<file path="config.mk">
export PLATFORM = sky130hd
export DESIGN_NAME = fbes_event_select
export DESIGN_NICKNAME = d
export VERILOG_FILES = /design/src/design/fbes_pkg.sv /design/src/design/fbes_event_select.sv
export SDC_FILE = /design/constraint.sdc
export NUM_CORES = 1
export LEC_CHECK = 0
export ABC_AREA = 1
export BUFFER_PORTS_ARGS = -buffer_cell sky130_fd_sc_hd__clkbuf_2
export CAP_MARGIN = 10
export CORE_AREA = 5 5 118 142
export CTS_CLUSTER_SIZE = 24
export DETAILED_ROUTE_END_ITERATION = 6
export DIE_AREA = 0 0 123 147
export SLEW_MARGIN = 40
export SYNTH_ARGS = -nofsm -noshare
export SYNTH_HDL_FRONTEND = slang
export SYNTH_SLANG_ARGS = --single-unit
</file>
<file path="constraint.sdc">
create_clock -name ref_clk -period 15.55 [get_ports ref_clk]
set_clock_uncertainty 0.15 [all_clocks]
set_input_delay 3.11 -clock ref_clk [delete_from_list [all_inputs] [get_ports ref_clk]]
set_output_delay 3.11 -clock ref_clk [all_outputs]
set_load 0.01 [all_outputs]
</file>
<file path="src/design/fbes_pkg.sv">
// fbes_pkg: constants for the front-end and branch event selector
// assumes: register port with 32-bit data and byte addresses, single core clock
package fbes_pkg;

	localparam int DATA_W = 32;
	localparam int ADDR_W = 8;

	// register byte offsets
	localparam logic [7:0] OFS_SELECT = 8'h00;
	localparam logic [7:0] OFS_COUNT = 8'h04;
	localparam logic [7:0] OFS_STATUS = 8'h08;

	// select register fields
	localparam int SEL_EVENT_LSB = 0;
	localparam int SEL_QUAL_LSB = 8;
	localparam int SEL_THRESH_LSB = 16;
	localparam int SEL_EDGE_BIT = 24;
	localparam int SEL_ENABLE_BIT = 25;
	localparam logic [31:0] SEL_WR_MASK = 32'h03FF_FFFF;
	localparam logic [31:0] SELECT_RESET = 32'h0000_0000;
	localparam logic [31:0] COUNT_RESET = 32'h0000_0000;

	// status register fields
	localparam int STS_MATCH_BIT = 0;
	localparam int STS_CMP_BIT = 1;

	// event numbers
	localparam logic [7:0] EVT_DECODE_QUEUE = 8'h79;
	localparam logic [7:0] EVT_FETCH_MISS = 8'h80;
	localparam logic [7:0] EVT_TRANSLATION = 8'h85;
	localparam logic [7:0] EVT_LENGTH_DECODE = 8'h87;
	localparam logic [7:0] EVT_BRANCH_EXEC = 8'h88;
	localparam logic [7:0] EVT_BRANCH_MISP = 8'h89;

	// decode queue qualifiers
	localparam logic [7:0] Q_DQ_EMPTY = 8'h02;
	localparam logic [7:0] Q_DQ_LEGACY = 8'h04;
	localparam logic [7:0] Q_DQ_CACHE = 8'h08;
	localparam logic [7:0] Q_DQ_MS_CACHE = 8'h10;
	localparam logic [7:0] Q_DQ_MS_LEGACY = 8'h20;
	localparam logic [7:0] Q_DQ_MS_ALL = 8'h30;
	localparam logic [7:0] Q_DQ_LEGACY_MS = 8'h24;
	localparam logic [7:0] Q_DQ_CACHE_MS = 8'h18;
	localparam logic [7:0] Q_DQ_ALL = 8'h3C;

	// fetch, translation and length decoder qualifiers
	localparam logic [7:0] Q_FETCH_MISS = 8'h02;
	localparam logic [7:0] Q_TR_WALK = 8'h01;
	localparam logic [7:0] Q_TR_DONE = 8'h02;
	localparam logic [7:0] Q_TR_BUSY = 8'h04;
	localparam logic [7:0] Q_TR_L2_HIT = 8'h10;
	localparam logic [7:0] Q_LD_PREFIX = 8'h01;
	localparam logic [7:0] Q_LD_IQ_FULL = 8'h04;

	// branch qualifiers: low six bits pick the class, bit 6 not taken, bit 7 taken
	localparam logic [7:0] Q_BR_NT_COND = 8'h41;
	localparam logic [7:0] Q_BR_TK_COND = 8'h81;
	localparam logic [7:0] Q_BR_TK_DIRECT = 8'h82;
	localparam logic [7:0] Q_BR_TK_INDIRECT = 8'h84;
	localparam logic [7:0] Q_BR_TK_RETURN = 8'h88;
	localparam logic [7:0] Q_BR_TK_DCALL = 8'h90;
	localparam logic [7:0] Q_BR_TK_ICALL = 8'hA0;
	localparam logic [7:0] Q_BR_ALL_COND = 8'hC1;
	localparam logic [7:0] Q_BR_ALL_DIRECT = 8'hC2;
	localparam logic [7:0] Q_BR_ALL_INDIRECT = 8'hC4;
	localparam logic [7:0] Q_BR_ALL_RETURN = 8'hC8;
	localparam logic [7:0] Q_BR_ALL_DCALL = 8'hD0;
	localparam logic [7:0] Q_BR_ALL = 8'hFF;
	localparam int BR_CLASS_W = 6;
	localparam int BR_NT_BIT = 6;
	localparam int BR_TK_BIT = 7;

	// uop source bits inside the decode queue qualifier
	localparam int DQ_LEGACY_BIT = 2;
	localparam int DQ_CACHE_BIT = 3;
	localparam int DQ_MS_CACHE_BIT = 4;
	localparam int DQ_MS_LEGACY_BIT = 5;

endpackage : fbes_pkg

</file>
<file path="src/design/fbes_event_select.sv">
// fbes_event_select: event selection, qualification and counting for one monitor counter
// assumes: all event inputs come from logic on ref_clk; register port as a simple strobe slave
`timescale 1ns/10ps

module fbes_event_select #(
	parameter int UOP_W = 3
) (
	// clock and reset
	input wire logic ref_clk,
	input wire logic rst_n,
	// register port
	input wire logic [fbes_pkg::ADDR_W-1:0] reg_addr,
	input wire logic [fbes_pkg::DATA_W-1:0] reg_wdata,
	input wire logic reg_wr,
	input wire logic reg_rd,
	output logic [fbes_pkg::DATA_W-1:0] reg_rdata,
	// decode queue and uop sources
	input wire logic decode_queue_empty,
	input wire logic [UOP_W-1:0] legacy_decode_path_uops,
	input wire logic [UOP_W-1:0] decoded_uop_cache_uops,
	input wire logic [UOP_W-1:0] microcode_sequencer_cache_uops,
	input wire logic [UOP_W-1:0] microcode_sequencer_legacy_uops,
	// instruction fetch and translation
	input wire logic instruction_fetch_miss,
	input wire logic translation_miss_walk,
	input wire logic translation_walk_done,
	input wire logic page_miss_handler_busy,
	input wire logic second_level_translation_buffer_hit,
	// length decoder
	input wire logic length_changing_prefix_stall,
	input wire logic instruction_queue_full_stall,
	// branch execution
	input wire logic branch_valid,
	input wire logic [fbes_pkg::BR_CLASS_W-1:0] branch_class,
	input wire logic branch_taken,
	input wire logic branch_mispredicted,
	// status
	output logic event_count_active,
	output logic [fbes_pkg::DATA_W-1:0] event_count
);

	localparam int INC_W = UOP_W + 2;

	////////////////////////////////////////////////////////////////////////////
	// registers

	logic [fbes_pkg::DATA_W-1:0] select_reg;
	logic [fbes_pkg::DATA_W-1:0] count_reg;
	logic [fbes_pkg::DATA_W-1:0] count_next;
	logic cmp_prev_reg;
	logic [7:0] evt_num;
	logic [7:0] evt_qual;
	logic [7:0] thresh;
	logic edge_en;
	logic count_en;
	logic sel_match;
	logic [INC_W-1:0] raw_inc;
	logic cmp_now;
	logic [INC_W-1:0] qual_inc;
	logic branch_hit;
	logic branch_class_hit;
	logic branch_dir_hit;
	logic sel_write;
	logic count_write;
	logic [fbes_pkg::DATA_W-1:0] status_word;

	assign evt_num = select_reg[fbes_pkg::SEL_EVENT_LSB +: 8];
	assign evt_qual = select_reg[fbes_pkg::SEL_QUAL_LSB +: 8];
	assign thresh = select_reg[fbes_pkg::SEL_THRESH_LSB +: 8];
	assign edge_en = select_reg[fbes_pkg::SEL_EDGE_BIT];
	assign count_en = select_reg[fbes_pkg::SEL_ENABLE_BIT];
	assign sel_write = reg_wr && (reg_addr == fbes_pkg::OFS_SELECT);
	assign count_write = reg_wr && (reg_addr == fbes_pkg::OFS_COUNT);

	// reserved bits are dropped here so they always read back as zero
	always_ff @(posedge ref_clk or negedge rst_n) begin
		if (!rst_n) begin
			select_reg <= fbes_pkg::SELECT_RESET;
		end else if (sel_write) begin
			select_reg <= reg_wdata & fbes_pkg::SEL_WR_MASK;
		end
	end

	////////////////////////////////////////////////////////////////////////////
	// supported encodings

	always_comb begin
		sel_match = 1'b0;
		case (evt_num)
			fbes_pkg::EVT_DECODE_QUEUE: begin
				case (evt_qual)
					fbes_pkg::Q_DQ_EMPTY, fbes_pkg::Q_DQ_LEGACY, fbes_pkg::Q_DQ_CACHE,
					fbes_pkg::Q_DQ_MS_CACHE, fbes_pkg::Q_DQ_MS_LEGACY, fbes_pkg::Q_DQ_MS_ALL,
					fbes_pkg::Q_DQ_LEGACY_MS, fbes_pkg::Q_DQ_CACHE_MS, fbes_pkg::Q_DQ_ALL: begin
						sel_match = 1'b1;
					end
					default: begin
						sel_match = 1'b0;
					end
				endcase
			end
			fbes_pkg::EVT_FETCH_MISS: begin
				case (evt_qual)
					fbes_pkg::Q_FETCH_MISS: begin
						sel_match = 1'b1;
					end
					default: begin
						sel_match = 1'b0;
					end
				endcase
			end
			fbes_pkg::EVT_TRANSLATION: begin
				case (evt_qual)
					fbes_pkg::Q_TR_WALK: begin
						sel_match = 1'b1;
					end
					fbes_pkg::Q_TR_DONE: begin
						sel_match = 1'b1;
					end
					fbes_pkg::Q_TR_BUSY: begin
						sel_match = 1'b1;
					end
					fbes_pkg::Q_TR_L2_HIT: begin
						sel_match = 1'b1;
					end
					default: begin
						sel_match = 1'b0;
					end
				endcase
			end
			fbes_pkg::EVT_LENGTH_DECODE: begin
				case (evt_qual)
					fbes_pkg::Q_LD_PREFIX: begin
						sel_match = 1'b1;
					end
					fbes_pkg::Q_LD_IQ_FULL: begin
						sel_match = 1'b1;
					end
					default: begin
						sel_match = 1'b0;
					end
				endcase
			end
			fbes_pkg::EVT_BRANCH_EXEC: begin
				case (evt_qual)
					fbes_pkg::Q_BR_NT_COND, fbes_pkg::Q_BR_TK_COND, fbes_pkg::Q_BR_ALL_COND: begin
						sel_match = 1'b1;
					end
					fbes_pkg::Q_BR_TK_DIRECT, fbes_pkg::Q_BR_TK_INDIRECT, fbes_pkg::Q_BR_TK_RETURN: begin
						sel_match = 1'b1;
					end
					fbes_pkg::Q_BR_TK_DCALL, fbes_pkg::Q_BR_TK_ICALL: begin
						sel_match = 1'b1;
					end
					fbes_pkg::Q_BR_ALL_DIRECT, fbes_pkg::Q_BR_ALL_INDIRECT, fbes_pkg::Q_BR_ALL_RETURN,
					fbes_pkg::Q_BR_ALL_DCALL, fbes_pkg::Q_BR_ALL: begin
						sel_match = 1'b1;
					end
					default: begin
						sel_match = 1'b0;
					end
				endcase
			end
			fbes_pkg::EVT_BRANCH_MISP: begin
				case (evt_qual)
					fbes_pkg::Q_BR_NT_COND, fbes_pkg::Q_BR_TK_COND: begin
						sel_match = 1'b1;
					end
					fbes_pkg::Q_BR_TK_INDIRECT, fbes_pkg::Q_BR_TK_RETURN, fbes_pkg::Q_BR_TK_DCALL,
					fbes_pkg::Q_BR_TK_ICALL: begin
						sel_match = 1'b1;
					end
					default: begin
						sel_match = 1'b0;
					end
				endcase
			end
			default: begin
				sel_match = 1'b0;
			end
		endcase
	end

	////////////////////////////////////////////////////////////////////////////
	// raw per-cycle count for the selected event

	// class bits must overlap and the direction bit must agree
	assign branch_class_hit = |(branch_class & evt_qual[fbes_pkg::BR_CLASS_W-1:0]);
	assign branch_dir_hit = branch_taken ? evt_qual[fbes_pkg::BR_TK_BIT] : evt_qual[fbes_pkg::BR_NT_BIT];
	assign branch_hit = branch_valid && branch_class_hit && branch_dir_hit;

	always_comb begin
		raw_inc = '0;
		case (evt_num)
			fbes_pkg::EVT_DECODE_QUEUE: begin
				if (evt_qual == fbes_pkg::Q_DQ_EMPTY) begin
					raw_inc = INC_W'(decode_queue_empty);
				end else begin
					if (evt_qual[fbes_pkg::DQ_LEGACY_BIT]) begin
						raw_inc = raw_inc + INC_W'(legacy_decode_path_uops);
					end
					if (evt_qual[fbes_pkg::DQ_CACHE_BIT]) begin
						raw_inc = raw_inc + INC_W'(decoded_uop_cache_uops);
					end
					if (evt_qual[fbes_pkg::DQ_MS_CACHE_BIT]) begin
						raw_inc = raw_inc + INC_W'(microcode_sequencer_cache_uops);
					end
					if (evt_qual[fbes_pkg::DQ_MS_LEGACY_BIT]) begin
						raw_inc = raw_inc + INC_W'(microcode_sequencer_legacy_uops);
					end
				end
			end
			fbes_pkg::EVT_FETCH_MISS: begin
				raw_inc = INC_W'(instruction_fetch_miss);
			end
			fbes_pkg::EVT_TRANSLATION: begin
				case (evt_qual)
					fbes_pkg::Q_TR_WALK: begin
						raw_inc = INC_W'(translation_miss_walk);
					end
					fbes_pkg::Q_TR_DONE: begin
						raw_inc = INC_W'(translation_walk_done);
					end
					fbes_pkg::Q_TR_BUSY: begin
						raw_inc = INC_W'(page_miss_handler_busy);
					end
					fbes_pkg::Q_TR_L2_HIT: begin
						raw_inc = INC_W'(second_level_translation_buffer_hit);
					end
					default: begin
						raw_inc = '0;
					end
				endcase
			end
			fbes_pkg::EVT_LENGTH_DECODE: begin
				case (evt_qual)
					fbes_pkg::Q_LD_PREFIX: begin
						raw_inc = INC_W'(length_changing_prefix_stall);
					end
					fbes_pkg::Q_LD_IQ_FULL: begin
						raw_inc = INC_W'(instruction_queue_full_stall);
					end
					default: begin
						raw_inc = '0;
					end
				endcase
			end
			fbes_pkg::EVT_BRANCH_EXEC: begin
				raw_inc = INC_W'(branch_hit);
			end
			fbes_pkg::EVT_BRANCH_MISP: begin
				raw_inc = INC_W'(branch_hit && branch_mispredicted);
			end
			default: begin
				raw_inc = '0;
			end
		endcase
	end

	////////////////////////////////////////////////////////////////////////////
	// threshold and edge qualification

	// a zero threshold still compares against one so edge mode has a meaning
	assign cmp_now = (thresh == 8'h00) ? (raw_inc != '0) : (8'(raw_inc) >= thresh);

	always_comb begin
		if (edge_en) begin
			qual_inc = INC_W'(cmp_now && !cmp_prev_reg);
		end else if (thresh != 8'h00) begin
			qual_inc = INC_W'(cmp_now);
		end else begin
			qual_inc = raw_inc;
		end
	end

	// previous comparison tracks every cycle so a re-enable sees real history
	always_ff @(posedge ref_clk or negedge rst_n) begin
		if (!rst_n) begin
			cmp_prev_reg <= 1'b0;
		end else begin
			cmp_prev_reg <= cmp_now && sel_match;
		end
	end

	////////////////////////////////////////////////////////////////////////////
	// counter

	always_comb begin
		count_next = count_reg;
		// a software write wins over an increment in the same cycle
		if (count_write) begin
			count_next = reg_wdata;
		end else if (count_en && sel_match) begin
			count_next = count_reg + fbes_pkg::DATA_W'(qual_inc);
		end
	end

	always_ff @(posedge ref_clk or negedge rst_n) begin
		if (!rst_n) begin
			count_reg <= fbes_pkg::COUNT_RESET;
		end else begin
			count_reg <= count_next;
		end
	end

	////////////////////////////////////////////////////////////////////////////
	// outputs and read port

	always_ff @(posedge ref_clk or negedge rst_n) begin
		if (!rst_n) begin
			event_count <= fbes_pkg::COUNT_RESET;
		end else begin
			event_count <= count_next;
		end
	end

	always_ff @(posedge ref_clk or negedge rst_n) begin
		if (!rst_n) begin
			event_count_active <= 1'b0;
		end else begin
			event_count_active <= count_en && sel_match;
		end
	end

	always_comb begin
		status_word = '0;
		status_word[fbes_pkg::STS_MATCH_BIT] = sel_match;
		status_word[fbes_pkg::STS_CMP_BIT] = cmp_prev_reg;
	end

	always_ff @(posedge ref_clk or negedge rst_n) begin
		if (!rst_n) begin
			reg_rdata <= '0;
		end else if (reg_rd) begin
			case (reg_addr)
				fbes_pkg::OFS_SELECT: begin
					reg_rdata <= select_reg;
				end
				fbes_pkg::OFS_COUNT: begin
					reg_rdata <= count_reg;
				end
				fbes_pkg::OFS_STATUS: begin
					reg_rdata <= status_word;
				end
				default: begin
					reg_rdata <= '0;
				end
			endcase
		end else begin
			reg_rdata <= '0;
		end
	end

endmodule : fbes_event_select

</file>
==> summary.md <==
| Metric | Value |
|---|---|
| Number of enable flip-flop cells after synthesis | `0` |
| First-pass iteration count of the detailed router | `5` |
| Required time of the worst setup path | `15.63 ns` |
| CP endpoint kind | `flop` |
| Post-Synthesis Cell Area | `6430 µm²` |
| Areal power density over the cells | `71.5 nW/µm²` |
| Most common cell after layout, fill and taps aside | `sky130_fd_sc_hd__nand2_1` |
| Clk sink count | `92` |
| Setup slack of the critical path after layout | `6.87 ns` |
| Number of register bits inferred by synthesis | `92` |
| CP dominant cell by count | `sky130_fd_sc_hd__nand2_1` |
| Total non-filler cell area in the finished layout | `7540 µm²` |
| Number of antenna violations at the first check in global routing | `0` |
| Overall overflow remaining after global route | `0` |
| Number of different library cells in the post-synthesis netlist | `37` |
| Post-CTS Hold Buffers | `0` |
| Max-capacitance violation count | `0` |
| Slowest stage cell on the critical path | `sky130_fd_sc_hd__fa_1` |
| Final std cells w/o fill | `1316` |
| Post-layout min period | `8.68 ns` |
| Worst slew pin tran | `0.784 ns` |
| Final-stage net count | `1199` |
| Proportion of layout cells with a drive suffix above 1 | `16.7%` |
| All-layer global routing usage | `24.1%` |
| Iteration-0 DRC Markers | `505` |
| DR vias | `6634` |
| First-pass GRT wire length | `34000 µm` |
| Startpoint kind of the worst setup timing path | `input pin` |
| Biggest area contributors in the synthesized netlist | `sky130_fd_sc_hd__dfrtp_1 (36%), sky130_fd_sc_hd__nand2_1 (20%), sky130_fd_sc_hd__nand3_1 (8.2%), sky130_fd_sc_hd__nor2_1 (6.8%), sky130_fd_sc_hd__inv_1 (6.2%)` |
| Mapped Cells | `984` |
| Ys async rst share | `100%` |
| Count of placed standard cells including taps | `1300` |
| Yosys top cell area share | `35.8%` |
| Most area-hungry cell type in the Yosys netlist | `sky130_fd_sc_hd__dfrtp_1` |
| Longest individual stage delay on the worst path | `0.48 ns` |
| CTS clock-pin slew for the worst setup and hold paths | `0.07 ns` |
| Final Max Tran Viols | `0` |
| Floorplan die area | `18100 µm²` |
| Core ar. | `15300 µm²` |
| Maximum level of the CTS H-tree | `3` |
| Top FF cell, synth | `sky130_fd_sc_hd__dfrtp_1` |
| Width of the chip | `123 µm` |
| CTS tree | `yes` |
| Maximum achievable frequency | `115 MHz` |
| Number of cell rows | `50` |
| Setup TNS | `0 ns` |
| Count of antenna-violating nets left after detailed routing | `0` |
| Placed inst area | `7240 µm²` |
| Classification of the worst-slack hold path | `reg -> reg` |
| Unrepaired setup endpoints after global routing | `no` |
| DPL Wire Length | `16200 µm` |
| Layout overhead on the synthesized area | `17.2%` |
| Run status | `finished clean` |
| Wire length per cell after detailed routing | `16.1 µm` |
| Pin count of the biggest net entering global routing | `76` |
| Post-CTS sizing | `0` |
| Latest clock arrival within the worst-skew pair | `0.35 ns` |
| Initial core utilization | `42.0%` |
| Final hold vios | `0` |
| Weighted congestion at the end of routability-driven global placement | `0.902` |
| Cts bufs inserted | `9` |
| WL final | `21200 µm` |
| Final number of setup-violating endpoints | `0` |
| Post-Syn Nets | `1080` |
| Root buffer cell | `sky130_fd_sc_hd__clkbuf_16` |
| Place WS | `6.53 ns` |
| Worst relative slew slack | `47.7%` |
| Total power of the final layout | `0.539 mW` |
| Maximum buffer depth of the clock tree | `2` |
| Number of remaining DRC errors | `0` |
| Sequential fraction of the synthesis area | `35.8%` |
| Arr. time, crit path | `8.77 ns` |
| Maximum fanout count along the critical path | `5` |
| Syn_area_per_cell | `6.54 µm²` |
| Total number of yosys warnings | `0` |
| IO Count | `138` |
| Final period utilization | `55.8%` |
| Leakage Power | `4.14 nW` |
| Number of global-route vias before repair | `6456` |
| Post-CTS setup-driven buffer insertion count | `0` |
| Count of input and output buffers | `137` |
| Layout fillers | `1665` |
| Antenna cell count | `0` |
| Critical path start-end classification | `in -> reg` |
| DIE HEIGHT | `147 µm` |
| Most used cells in the layout excluding fill and tap cells | `sky130_fd_sc_hd__nand2_1 (341), sky130_fd_sc_hd__clkbuf_2 (136), sky130_fd_sc_hd__nor2_1 (116)` |
| Maximum ir drop on the vdd rail | `0.0455 mV` |
| Via/cell ratio | `5.04` |
-- layout make-up --
cell class	count	area, µm²	area share, %
flip-flops and latches	92	2300	30.5
well taps	208	260	3.45
clock inverters	5	61.3	0.813
multi-input cells	743	3520	46.7
clock buffers	11	233	3.09
repair buffers	140	714	9.48
inverters	117	444	5.89
-- synthesized netlist by cell type, types with 4 or more instances --
cell type and number:
sky130_fd_sc_hd__nand2_1 342, sky130_fd_sc_hd__nor2_1 116, sky130_fd_sc_hd__inv_1 107, sky130_fd_sc_hd__nand3_1 106
sky130_fd_sc_hd__dfrtp_1 92, sky130_fd_sc_hd__o21ai_0 42, sky130_fd_sc_hd__a21oi_1 37, sky130_fd_sc_hd__ha_1 19
sky130_fd_sc_hd__nor3_1 12, sky130_fd_sc_hd__buf_2 11, sky130_fd_sc_hd__nand4_1 11, sky130_fd_sc_hd__clkbuf_1 10
sky130_fd_sc_hd__xor2_1 9, sky130_fd_sc_hd__a22oi_1 8, sky130_fd_sc_hd__or2_2 8, sky130_fd_sc_hd__buf_1 5
sky130_fd_sc_hd__inv_2 5, sky130_fd_sc_hd__nand3b_1 5, sky130_fd_sc_hd__fa_1 4, sky130_fd_sc_hd__nor2_2 4
-- critical path, delay by kind of cell --
family / cells / cell delay, ns
adder cells (fa/ha/maj): 7 / 2.23
buffers and inverters: 9 / 0.59
AND/OR/NAND/NOR: 29 / 2.83
-- kinds of logic (layout without fill, tap and decap cells) --
group | Yosys count | after routing | share of synthesized area (%)
buf+inv | 149 | 273 | 9.51
flops | 92 | 92 | 35.8
mux | 2 | 2 | 0.350
simple gates | 614 | 614 | 40.1
compound gates | 93 | 93 | 7.78
xor+xnor | 11 | 11 | 1.50
fa+ha+maj | 23 | 23 | 4.94
-- where the power goes --
part	switching (mW)	total [mW]	internal, mW
logic	0.0386	0.0611	0.0224
registers	0.0108	0.256	0.245
clock network	0.0966	0.222	0.125
-- worst paths after layout --
check | startpoint | to | slack (ns) | cells past startpoint
max | legacy_decode_path_uops[0] | event_count[16]$_DFFE_PN0P_ | 6.87 | 45
min reg2reg | select_reg[6]$_DFFE_PN0P_ | select_reg[6]$_DFFE_PN0P_ | 0.37 | 2
max reg2reg | select_reg[10]$_DFFE_PN0P_ | event_count[16]$_DFFE_PN0P_ | 9.07 | 44
min | select_reg[6]$_DFFE_PN0P_ | select_reg[6]$_DFFE_PN0P_ | 0.37 | 2
max in group asynchronous | rst_n | select_reg[24]$_DFFE_PN0P_ | 11.80 | 2
min in group asynchronous | rst_n | event_count[12]$_DFFE_PN0P_ | 2.54 | 1
-- metal layers --
layer	track usage, %	up-vias	share of wire, %
met4	7.42	0	2.3
li1	-	3351	-
met3	3.16	25	5.2
met5	0	-	0
met2	41.9	206	51
met1	30.9	3052	42
-- metrics by stage --
stage	util, %	hold slack (ns)
after global placement	47.2	0.346
final	49.2	0.367
after floorplan	-	0.325
after CTS	49.2	0.368
after detailed placement	47.2	0.352
after global routing	49.2	0.403
(Power assumes the default switching activity.)
